===== config.mk =====
export PLATFORM = sky130hd
export DESIGN_NAME = peripheral_pin_routing_lock
export DESIGN_NICKNAME = d
export VERILOG_FILES = /design/src/design/pin_routing_pkg.sv /design/src/design/out_sel_bank.sv /design/src/design/peripheral_pin_routing_lock.sv
export SDC_FILE = /design/constraint.sdc
export NUM_CORES = 1
export LEC_CHECK = 0
export ABC_AREA = 1
export BUFFER_PORTS_ARGS = -buffer_cell sky130_fd_sc_hd__buf_2
export CAP_MARGIN = 10
export CORE_MARGIN = 5
export CORE_UTILIZATION = 59
export DETAILED_ROUTE_END_ITERATION = 10
export PLACE_DENSITY = 0.89
export SYNTH_ARGS = -nofsm -noshare
export SYNTH_HDL_FRONTEND = slang
export SYNTH_SLANG_ARGS = --single-unit

===== constraint.sdc =====
create_clock -name mclk -period 4.83 [get_ports mclk]
set_input_delay 0.7245 -clock mclk [delete_from_list [all_inputs] [get_ports mclk]]
set_output_delay 0.7245 -clock mclk [all_outputs]
set_load 0.01 [all_outputs]

===== src/design/pin_routing_pkg.sv =====
// constants for the peripheral pin routing block: codes, indices, keys, resets
// assumes one 10 MHz system clock and no software-visible register bus
package pin_routing_pkg;
  // geometry
  localparam int NUM_PINS = 8; // routed device pins
  localparam int PIN_W = 3; // width of a pin index
  localparam int CODE_W = 6; // width of an output-source code
  localparam int NUM_INPUTS = 4; // peripheral inputs with a pin selection
  localparam int KEY_W = 8; // width of an unlock key write
  // output-source codes
  localparam logic [5:0] CODE_PORT_LATCH = 6'h00; // plain port latch data
  localparam logic [5:0] CODE_OSC1 = 6'h18; // oscillator1_output
  localparam logic [5:0] CODE_PWM6 = 6'h0D; // pwm6_output
  localparam logic [5:0] CODE_PWM7 = 6'h0E; // pwm7_output
  localparam logic [5:0] CODE_SPORT1_CLK = 6'h13; // sync port 1 clock (spi or i2c)
  localparam logic [5:0] CODE_SPORT1_DAT = 6'h14; // sync port 1 data (spi out or i2c)
  localparam logic [5:0] CODE_SPORT2_CLK = 6'h15; // sync port 2 clock (spi or i2c)
  localparam logic [5:0] CODE_SPORT2_DAT = 6'h16; // sync port 2 data (spi out or i2c)
  localparam logic [5:0] CODE_TMR0 = 6'h17; // timer0_output
  localparam logic [5:0] CODE_SERIAL1_CLK = 6'h10; // serial1_sync_clock
  localparam logic [5:0] CODE_SERIAL1_DAT = 6'h11; // serial1_sync_data
  // peripheral input indices
  localparam int IN_SERIAL_RX = 0; // serial_receive_input_select
  localparam int IN_SERIAL_CK = 1; // serial_clock_input_select
  localparam int IN_SPORT_DAT = 2; // sync_port_data_input_select
  localparam int IN_SPORT_CLK = 3; // sync_port_clock_input_select
  // reset values
  localparam logic [5:0] OUT_SEL_RST = 6'h00; // pins start on port latch
  localparam logic [2:0] IN_SEL_RST = 3'h0; // inputs start on pin 0
  // unlock keys, values arbitrary
  localparam logic [7:0] KEY_FIRST = 8'h55; // first key of the sequence
  localparam logic [7:0] KEY_SECOND = 8'hAA; // second key of the sequence
  // lock sequence states
  typedef enum logic [2:0] {
    SEQ_IDLE = 3'b001,
    SEQ_KEY1 = 3'b010,
    SEQ_ARMED = 3'b100
  } lock_seq_t;
endpackage


===== src/design/out_sel_bank.sv =====
// per-pin output-source selection store
// assumes writes are already qualified by the lock logic of its parent
`timescale 1ns/1ps
module out_sel_bank (
  input wire logic mclk, // system clock
  input wire logic rst, // async reset, active high
  input wire logic ce, // clock enable
  input wire logic wr_en, // qualified write strobe
  input wire logic [pin_routing_pkg::PIN_W-1:0] wr_idx, // pin to write
  input wire logic [pin_routing_pkg::CODE_W-1:0] wr_code, // new code
  output logic [pin_routing_pkg::NUM_PINS-1:0][pin_routing_pkg::CODE_W-1:0] sel_q // codes
);
  // one register per pin entry
  genvar gi;
  generate
    for (gi = 0; gi < pin_routing_pkg::NUM_PINS; gi++) begin : g_entry
      // this entry's pin number, cut to index width below
      localparam int ENTRY = gi;
      // entry updates only on a matching write
      always_ff @(posedge mclk or posedge rst) begin
        if (rst) begin
          sel_q[gi] <= pin_routing_pkg::OUT_SEL_RST;
        end else if (ce && wr_en && (wr_idx == ENTRY[pin_routing_pkg::PIN_W-1:0])) begin
          sel_q[gi] <= wr_code;
        end
      end
    end
  endgenerate
endmodule


===== src/design/peripheral_pin_routing_lock.sv =====
// peripheral pin routing with selection lock
// assumes peripherals and config writer share mclk; pin_in is asynchronous
// Function
// - output code picks source per pin
// - serial sync clock/data become bidirectional
// - serial and i2c lines treated as pairs
// - i2c lines routable to any pin
// - lock freezes all pin selections
// - lock changes only through key sequence
`timescale 1ns/1ps
module peripheral_pin_routing_lock (
  input wire logic mclk, // system clock, 10 MHz
  input wire logic rst, // async reset, active high
  input wire logic ce, // clock enable, freezes state when low
  input wire logic sel_wr, // selection write strobe
  input wire logic sel_is_input, // 1: input select, 0: output select
  input wire logic [2:0] sel_idx, // pin index or input index
  input wire logic [5:0] sel_code, // output code or pin number
  input wire logic key_wr, // unlock key write strobe
  input wire logic [7:0] key_data, // unlock key value
  input wire logic lock_wr, // lock bit write strobe
  input wire logic lock_val, // new routing_locked_bit value
  input wire logic [7:0] port_latch, // port latch data per pin
  input wire logic [7:0] port_drive, // port latch drive enable per pin
  input wire logic osc1_out, // oscillator1_output
  input wire logic pwm6_out, // pwm6_output
  input wire logic pwm7_out, // pwm7_output
  input wire logic timer0_out, // timer0_output
  input wire logic serial_sync_mode, // serial port in synchronous mode
  input wire logic serial_ck_out, // serial1_sync_clock value
  input wire logic serial_ck_drive, // serial clock driven by port
  input wire logic serial_dt_out, // serial1_sync_data value
  input wire logic serial_dt_drive, // serial data driven by port
  input wire logic sp1_i2c_mode, // sync port 1 in i2c mode
  input wire logic sp1_clk_out, // sync port 1 clock value
  input wire logic sp1_dat_out, // sync port 1 data value
  input wire logic sp2_i2c_mode, // sync port 2 in i2c mode
  input wire logic sp2_clk_out, // sync port 2 clock value
  input wire logic sp2_dat_out, // sync port 2 data value
  input wire logic [7:0] pin_in, // pin levels, asynchronous
  output logic [7:0] pin_out, // pin output value
  output logic [7:0] pin_oe_n, // pin output enable, low drives
  output logic serial_rx_in, // routed serial receive/data input
  output logic serial_ck_in, // routed serial clock input
  output logic sport_dat_in, // routed sync port data input
  output logic sport_clk_in, // routed sync port clock input
  output logic locked, // routing_locked_bit
  output logic wr_ignored // pulse: selection write dropped by lock
);
  localparam int NP = pin_routing_pkg::NUM_PINS; // pin count
  localparam int NI = pin_routing_pkg::NUM_INPUTS; // input count

  logic locked_q; // lock bit state
  pin_routing_pkg::lock_seq_t seq_q; // unlock sequence state
  logic [NP-1:0][pin_routing_pkg::CODE_W-1:0] out_sel; // output codes
  logic [NI-1:0][pin_routing_pkg::PIN_W-1:0] in_sel_q; // input pin selections
  logic out_wr_ok; // accepted output-select write
  logic in_wr_ok; // accepted input-select write
  logic [NP-1:0] sync1_q; // first sync stage
  logic [NP-1:0] sync2_q; // second sync stage
  logic [NP-1:0] sync3_q; // third sync stage
  logic [NP-1:0] pin_filt_q; // settled pin level
  logic [NP-1:0] drv_d; // per-pin drive request
  logic [NP-1:0] val_d; // per-pin value
  logic wr_ignored_q; // ignored-write pulse

  assign out_wr_ok = sel_wr && !sel_is_input && !locked_q;
  assign in_wr_ok = sel_wr && sel_is_input && !locked_q;

  out_sel_bank u_bank (
    .mclk(mclk),
    .rst(rst),
    .ce(ce),
    .wr_en(out_wr_ok),
    .wr_idx(sel_idx),
    .wr_code(sel_code),
    .sel_q(out_sel)
  );

  always_ff @(posedge mclk or posedge rst) begin
    if (rst) begin
      for (int i = 0; i < NI; i++) begin
        in_sel_q[i] <= pin_routing_pkg::IN_SEL_RST;
      end
    end else if (ce && in_wr_ok && (sel_idx < 3'(NI))) begin
      // low bits of the code carry the pin number
      in_sel_q[sel_idx[1:0]] <= sel_code[2:0];
    end
  end

  always_ff @(posedge mclk or posedge rst) begin
    if (rst) begin
      wr_ignored_q <= 1'b0;
    end else if (ce) begin
      wr_ignored_q <= sel_wr && locked_q;
    end
  end

  // key sequence state machine: key1, key2, then lock write, back to back
  always_ff @(posedge mclk or posedge rst) begin
    if (rst) begin
      seq_q <= pin_routing_pkg::SEQ_IDLE;
    end else if (ce) begin
      case (seq_q)
        pin_routing_pkg::SEQ_IDLE: begin
          // first key starts the sequence
          if (key_wr && key_data == pin_routing_pkg::KEY_FIRST) begin
            seq_q <= pin_routing_pkg::SEQ_KEY1;
          end
        end
        pin_routing_pkg::SEQ_KEY1: begin
          // second key must follow at once
          if (key_wr && key_data == pin_routing_pkg::KEY_SECOND) begin
            seq_q <= pin_routing_pkg::SEQ_ARMED;
          end else begin
            seq_q <= pin_routing_pkg::SEQ_IDLE;
          end
        end
        pin_routing_pkg::SEQ_ARMED: begin
          // armed for one cycle only
          seq_q <= pin_routing_pkg::SEQ_IDLE;
        end
        default: begin
          seq_q <= pin_routing_pkg::SEQ_IDLE;
        end
      endcase
    end
  end

  // lock bit changes only when armed
  always_ff @(posedge mclk or posedge rst) begin
    if (rst) begin
      locked_q <= 1'b0;
    end else if (ce && lock_wr && seq_q == pin_routing_pkg::SEQ_ARMED) begin
      locked_q <= lock_val;
    end
  end

  // per-pin input filter and output routing
  genvar gp;
  generate
    for (gp = 0; gp < NP; gp++) begin : g_pin
      // three-stage synchroniser; change counts when stages two and three agree
      always_ff @(posedge mclk or posedge rst) begin
        if (rst) begin
          sync1_q[gp] <= 1'b0;
          sync2_q[gp] <= 1'b0;
          sync3_q[gp] <= 1'b0;
          pin_filt_q[gp] <= 1'b0;
        end else if (ce) begin
          sync1_q[gp] <= pin_in[gp];
          sync2_q[gp] <= sync1_q[gp];
          sync3_q[gp] <= sync2_q[gp];
          if (sync2_q[gp] == sync3_q[gp]) begin
            pin_filt_q[gp] <= sync3_q[gp];
          end
        end
      end

      always_comb begin
        drv_d[gp] = 1'b1;
        val_d[gp] = 1'b0;
        case (out_sel[gp])
          pin_routing_pkg::CODE_OSC1: val_d[gp] = osc1_out;
          pin_routing_pkg::CODE_PWM6: val_d[gp] = pwm6_out;
          pin_routing_pkg::CODE_PWM7: val_d[gp] = pwm7_out;
          pin_routing_pkg::CODE_TMR0: val_d[gp] = timer0_out;
          // serial lines bidirectional in sync mode
          pin_routing_pkg::CODE_SERIAL1_CLK: begin
            val_d[gp] = serial_ck_out;
            drv_d[gp] = serial_sync_mode ? serial_ck_drive : 1'b1;
          end
          pin_routing_pkg::CODE_SERIAL1_DAT: begin
            val_d[gp] = serial_dt_out;
            drv_d[gp] = serial_sync_mode ? serial_dt_drive : 1'b1;
          end
          // i2c pairs open drain, on any pin
          pin_routing_pkg::CODE_SPORT1_CLK: begin
            val_d[gp] = sp1_i2c_mode ? 1'b0 : sp1_clk_out;
            drv_d[gp] = sp1_i2c_mode ? !sp1_clk_out : 1'b1;
          end
          pin_routing_pkg::CODE_SPORT1_DAT: begin
            val_d[gp] = sp1_i2c_mode ? 1'b0 : sp1_dat_out;
            drv_d[gp] = sp1_i2c_mode ? !sp1_dat_out : 1'b1;
          end
          pin_routing_pkg::CODE_SPORT2_CLK: begin
            val_d[gp] = sp2_i2c_mode ? 1'b0 : sp2_clk_out;
            drv_d[gp] = sp2_i2c_mode ? !sp2_clk_out : 1'b1;
          end
          pin_routing_pkg::CODE_SPORT2_DAT: begin
            val_d[gp] = sp2_i2c_mode ? 1'b0 : sp2_dat_out;
            drv_d[gp] = sp2_i2c_mode ? !sp2_dat_out : 1'b1;
          end
          // port latch and unused codes
          default: begin
            val_d[gp] = port_latch[gp];
            drv_d[gp] = port_drive[gp];
          end
        endcase
      end

      // registered pin drive
      always_ff @(posedge mclk or posedge rst) begin
        if (rst) begin
          pin_out[gp] <= 1'b0;
          pin_oe_n[gp] <= 1'b1;
        end else if (ce) begin
          pin_out[gp] <= val_d[gp];
          pin_oe_n[gp] <= !drv_d[gp];
        end
      end
    end
  endgenerate

  // inputs read from the selected pin, shared with its output
  always_ff @(posedge mclk or posedge rst) begin
    if (rst) begin
      serial_rx_in <= 1'b0;
      serial_ck_in <= 1'b0;
      sport_dat_in <= 1'b0;
      sport_clk_in <= 1'b0;
    end else if (ce) begin
      serial_rx_in <= pin_filt_q[in_sel_q[pin_routing_pkg::IN_SERIAL_RX]];
      serial_ck_in <= pin_filt_q[in_sel_q[pin_routing_pkg::IN_SERIAL_CK]];
      sport_dat_in <= pin_filt_q[in_sel_q[pin_routing_pkg::IN_SPORT_DAT]];
      sport_clk_in <= pin_filt_q[in_sel_q[pin_routing_pkg::IN_SPORT_CLK]];
    end
  end

  assign locked = locked_q;
  assign wr_ignored = wr_ignored_q;

  // checks on lock behaviour and pin routing
  AST_OUT_SEL_FROZEN: assert property (@(posedge mclk) disable iff (rst)
    locked_q && sel_wr && !sel_is_input |=> $stable(out_sel))
    else $error("output selection changed while locked");
  AST_IN_SEL_FROZEN: assert property (@(posedge mclk) disable iff (rst)
    locked_q |=> $stable(in_sel_q))
    else $error("input selection changed while locked");
  AST_LOCK_NEEDS_SEQ: assert property (@(posedge mclk) disable iff (rst)
    !$stable(locked_q) |-> $past(seq_q == pin_routing_pkg::SEQ_ARMED && lock_wr && ce))
    else $error("lock bit changed without key sequence");
  AST_SEQ_FIRST_KEY: assert property (@(posedge mclk) disable iff (rst)
    ce && seq_q == pin_routing_pkg::SEQ_IDLE && key_wr && key_data == pin_routing_pkg::KEY_FIRST
    ##1 ce && key_wr && key_data == pin_routing_pkg::KEY_SECOND
    |=> seq_q == pin_routing_pkg::SEQ_ARMED)
    else $error("two keys did not arm the lock");
  AST_IGNORED_PULSE: assert property (@(posedge mclk) disable iff (rst)
    ce && locked_q && sel_wr |=> wr_ignored)
    else $error("ignored write not flagged");
  AST_NO_FALSE_IGNORE: assert property (@(posedge mclk) disable iff (rst)
    ce && !(locked_q && sel_wr) |=> !wr_ignored)
    else $error("ignored flag raised without a locked write");
  AST_OUT_WRITE_TAKES: assert property (@(posedge mclk) disable iff (rst)
    ce && !locked_q && sel_wr && !sel_is_input |=> out_sel[$past(sel_idx)] == $past(sel_code))
    else $error("unlocked output selection write lost");
  AST_OSC_ROUTE: assert property (@(posedge mclk) disable iff (rst)
    ce && out_sel[0] == pin_routing_pkg::CODE_OSC1 |=> pin_out[0] == $past(osc1_out) && !pin_oe_n[0])
    else $error("oscillator output not routed");
  AST_I2C_OPEN_DRAIN: assert property (@(posedge mclk) disable iff (rst)
    ce && sp1_i2c_mode && out_sel[1] == pin_routing_pkg::CODE_SPORT1_DAT
    |=> !pin_out[1] && pin_oe_n[1] == $past(sp1_dat_out))
    else $error("i2c data not open drain");
  AST_SERIAL_RELEASE: assert property (@(posedge mclk) disable iff (rst)
    ce && serial_sync_mode && !serial_dt_drive && out_sel[2] == pin_routing_pkg::CODE_SERIAL1_DAT
    |=> pin_oe_n[2])
    else $error("serial data pin not released in sync receive");
  AST_RX_ROUTE: assert property (@(posedge mclk) disable iff (rst)
    ce |=> serial_rx_in == $past(pin_filt_q[in_sel_q[pin_routing_pkg::IN_SERIAL_RX]]))
    else $error("receive input not taken from selected pin");
endmodule


Word-level counts from Yosys, hierarchy flattened
Index checks and enable logic that the tools add are counted.
{ "word_totals": {"ff_bits": 117, "inputBits": 64, "output_inout_bits": 22, "elab_cells": 268} }
{ "op_classes": {"magnitude_cmp": 7, "eq_ne": 101, "muxes": 40, "n_reduce_logical": 53} }
{ "op_table": {"columns": ["operator", "n"], "rows": [
  ["6-bit by 5-bit equality test with 1-bit output (second input constant)", 64],
  ["6-bit by 4-bit equality test with 1-bit output (second input constant)", 16],
  ["1-bit one-hot mux with 10 select lines", 8],
  ["1-bit one-hot mux with 7 select lines", 8],
  ["4-bit OR reduction", 8],
  ["1-bit logical AND", 21],
  ["2-bit AND reduction", 9],
  ["3-bit by 4-bit less-than comparator with 1-bit output (second input constant)", 4],
  ["3-bit equality test (second input constant)", 5],
  ["1-bit zero test", 14],
  ["1-bit two-way mux", 14],
  ["1-bit binary-select mux with 3-bit select", 4],
  ["12-bit bitwise mux", 1],
  ["3-bit by 2-bit equality test with 1-bit output (second input constant)", 3],
  ["3-bit two-way mux", 3],
  ["1-bit equality test", 8],
  ["8-bit by 7-bit equality test with 1-bit output (second input constant)", 1],
  ["8-bit equality test (second input constant)", 1],
  ["3-bit demux with 2-bit select", 1],
  ["3-bit by 1-bit equality test with 1-bit output (second input constant)", 2],
  ["3-bit one-hot mux with 2 select lines", 1],
  ["3-bit zero test", 1],
  ["2-bit by 3-bit less-than comparator with 1-bit output (second input constant)", 1],
  ["3-bit less-than comparator (second input constant)", 1],
  ["other kinds (2)", 2]
]} }

Depth between registers and ports, before layout
{ "logic_depth": {"ltp_word": 5, "mapped_depth": 12, "ltp_nobuf": 12} }

Hierarchy
From an unflattened synthesis, not the netlist that was laid out.
{ "hier_totals": {"cells_unflattened": 1201, "hier_area_um2": 7719.9} }
{ "by_module_without_submodules": {"columns": ["mod", "n_inst", "cells_each", "area_per_inst_um2", "seq_area_each_um2"], "rows": [
  ["peripheral_pin_routing_lock", 1, 973, 5794.3, 1737.9],
  ["out_sel_bank", 1, 228, 1925.6, 1201.2]
]} }

Worst setup path before layout
Ideal clock, no wire load.
{ "synth_timing": {"path_type": "input to register", "from": "input sel_wr", "to": "register u_bank.sel_q[30] (netlist bit)", "setup_ns": 0.131, "arrival_time_ns": 1.428, "t_required_ns": 4.699, "slack_ns": 3.271, "stages": 8, "path_buffers": 1, "cell_sequence": "nand2_1 -> nor2_2 -> nand2_2 -> nor2_4 -> nand2_1 -> buf_2 -> nand2_1 -> o21ai_1"} }
{ "synth_via": {"elab_chain_len": 4} }
{ "synth_rtl": {"columns": ["item", "line", "rtl"], "rows": [
  ["from (decl)", "peripheral_pin_routing_lock.sv:15", "input wire logic sel_wr,"],
  ["1-bit logical AND (2 in a row)", "peripheral_pin_routing_lock.sv:67", "assign out_wr_ok = sel_wr && !sel_is_input && !locked_q;"],
  ["1-bit logical AND (2 in a row)", "out_sel_bank.sv:23", "end else if (ce && wr_en && (wr_idx == ENTRY[pin_routing_pkg::PIN_W-1:0])) begin"],
  ["to (signal, indexed assignment)", "out_sel_bank.sv:22", "sel_q[gi] <= pin_routing_pkg::OUT_SEL_RST;"],
  ["to (signal, indexed assignment)", "out_sel_bank.sv:24", "sel_q[gi] <= wr_code;"],
  ["to (decl)", "out_sel_bank.sv:11", "output logic [pin_routing_pkg::NUM_PINS-1:0][pin_routing_pkg::CODE_W-1:0] sel_q"]
]} }
No other way between the ends.
A chain may end at the register's enable or synchronous reset.

Worst setup path after layout
{ "layout_timing": {"from": "input ce", "to": "register u_bank.sel_q[44] (netlist bit)"} }
{ "layout_via": {"elab_chain_len": 2} }
{ "layout_rtl": {"columns": ["item", "line", "rtl"], "rows": [
  ["from (decl)", "peripheral_pin_routing_lock.sv:14", "input wire logic ce,"],
  ["1-bit logical AND (2 in a row)", "out_sel_bank.sv:23", null]
]} }
No other way between the ends.

==> run metrics <==
status=completed; most frequent cells in the layout=nand2_1, inv_1, nand3_1, nor2_1, dfrtp_1; row cnt=40; GRT met1 Usage=38.0%; max incr delay on CP=0.35 ns; critical path class=in -> reg; total track usage=approximately 30%; cell taking the most area after synthesis=dfrtp_1; main area contributors after synthesis=dfrtp_1, nand2_1, nand3_1; full die area=14500 um2; Most common cell on crit path=nand2_1; Vias/cell=5.78; Worst Clk Skew=approximately 0.0063 ns; synth-to-layout area growth=15.5%; fin crit period=slightly below 2 ns; htree depth=4; Synth Register Bits=between 100 and 150; pwr dens=between 300 and 400 nW/um2; clock sinks=about 120; Tightest Pin Transition=1.02 ns; met3 usage=~6.4%; Initial Util=about three fifths; Routability Congestion=approximately 0.95; placed cells=1298; RSZ-0062 raised after global routing=no; GRT Residual Overflow=0; Layout Nets=1234; setup tns final=0 ns; vias in the first global route=6899; Worst-Skew Late Latency=0.43 ns; Worst Setup End Kind=flop; Seq/Total Area, Yosys=approximately two fifths; Resize count post-CTS=0; Final ANT Viol Nets=0; initial antenna violation count=0; clk slew on worst S/H paths=0.06 ns; GR met2 Demand/Resource=between 40% and 50%; crit share post-route=40.2%; clock buffer depth=2; most common cell after layout, fill and taps aside=nand2_1; Final Setup Violations=0; Initial DRT Pass Iterations=6; GR peak layer=met2; post-layout power=2.83 mW; Cell variety after synth=26; CTS Hold Bufs=0; kind of cell adding the most delay to the critical path=simple AND/OR/NAND/NOR gates; syn avg cell area=6.58 um2; Max Fclk=515 MHz; crit-path cells=buf_2 > nand2_1 > nor2_2 > nand2_2 > nor2_4 > nand2_1 > nand2_1 > o21ai_1; Horiz. Die Dim=around 120 um; Initial DRC Count=1040; Buf/Inv on CP=1; average routed wire per standard cell=16.1 um; die extent in y=~120 um; Port Buf Inserts=85; design area=8320 um2; R2R Setup Slk=~3.2 ns; placed instance area=between 7000 and 8000 um2; Final Hold Fails=0; CP max FO=18; overall routed net length=approximately 21 mm; layout cells sized above 1=12.4%; syn_nets=1158; VDD IR max=213 uV; fillers=1035; core area=12000 um2; MaxCap Viol Count=0; setup ws final=2.89 ns; Critical Path RT=5.13 ns; post-DP HPWL=around 14 mm; dpl ws=roughly 2.5 ns; Cells after Synth=1094; first-pass GRT wire length=33.9 mm; Post-route DRC=0; Syn Std Cell Area=7200 um2; static leakage=approximately 4.3 nW; Relative slew margins=31.8%; Critical Path Start Type=input port; Ports=86; total via count after detailed routing=between 7000 and 8000; Synth top area share=a little under two fifths; critical path data arrival time=2.24 ns; Layout Cells excl Fill=1330; Ant. Diodes=0; root buf cell=clkbuf_16; hold crit path type=reg -> reg; largest net degree at the start of global routing=83; fin. max-slew vios=0; Yosys warning total=0; setup bufs post-CTS=0; Num CTS Buffers=17; CTS tree=yes; Worst path slowest cell=buf_2
## Yosys cell counts (all sizes together)
cell type	count
nand3b	7
nand3	124
nand2	361
o221ai	2
nor3	2
o211ai	9
dfrtp	108
nor4	4
nand4	32
a21boi	1
o21ai	122
inv	125
buf	15
clkinv	1
nor2	140
a21oi	12
clkbuf	16
o21a	2
or2	2
dfstp	9
## logic make-up (layout without fill, tap and decap cells)
logic type	count (synthesis)	in the layout	share of synthesized area, %
AOI/OAI and AO/OA	148	148	10.8
DFF	117	117	40.8
buffers and inverters	157	246	8.39
and+or+nand+nor	672	672	40.0
## sequential cells by signal, summed over array words and instances (netlist names), 3 cells and up
signal and cells:
sync1_q 8, in_sel_q 12, sync3_q 8, sync2_q 8, u_bank.sel_q 48, seq_q 3
pin_filt_q 8, pin_out 8, pin_oe_n 8
## power breakdown
group | leakage, nW | internal (mW) | total [mW] | switching (mW)
clock network | 0.287 | 0.841 | 1.31 | 0.470
logic | 2.44 | 0.116 | 0.365 | 0.249
registers | 1.52 | 1.07 | 1.15 | 0.0767
## final cells by class
class,count,area [um2],share of cell area (%)
Multi-Input combinational cell,820,3660,44.0
Clock inverter,10,148,1.77
Clock buffer,22,464,5.58
Sequential cell,117,2940,35.3
Timing Repair Buffer,88,448,5.39
Tap cell,147,184,2.21
Inverter,126,475,5.72
## path summary, 6_finish.rpt
check / cells past startpoint / from / endpoint
max in group asynchronous: 3 / rst / pin_oe_n[2]$_DFFE_PP1P_
worst min-delay path: 2 / pin_oe_n[6]$_DFFE_PP1P_ / pin_oe_n[6]$_DFFE_PP1P_
worst max-delay path: 8 / ce / u_bank.sel_q[44]$_DFFE_PP0P_
worst max register to register: 6 / locked$_DFFE_PP0P_ / u_bank.sel_q[44]$_DFFE_PP0P_
min in group asynchronous: 2 / rst / in_sel_q[10]$_DFFE_PP0P_
worst min register to register: 2 / pin_oe_n[6]$_DFFE_PP1P_ / pin_oe_n[6]$_DFFE_PP1P_
## worst register-to-register path: stages, from the launching register on
cell and delay (ns):
dfrtp_1 0.44, nor2_2 0.17, nand2_2 0.11, nor2_4 0.19
nand2_1 0.30, nand2_1 0.17, o21ai_1 0.07
## metrics by stage
stage	hold WS [ns]	utilization, %
after floorplan	0.453	-
after global placement	0.457	64.2
after detailed placement	0.461	64.2
after CTS	0.475	69.3
after global routing	0.484	69.3
final	0.472	69.3
## routing by layer
layer | part of all wire, % | wire length, um
met1 | 38 | 8220
met2 | 46 | 9890
met3 | 10 | 2160
met4 | 5.2 | 1120
met5 | 0 | 0
(Power assumes the default switching activity.)
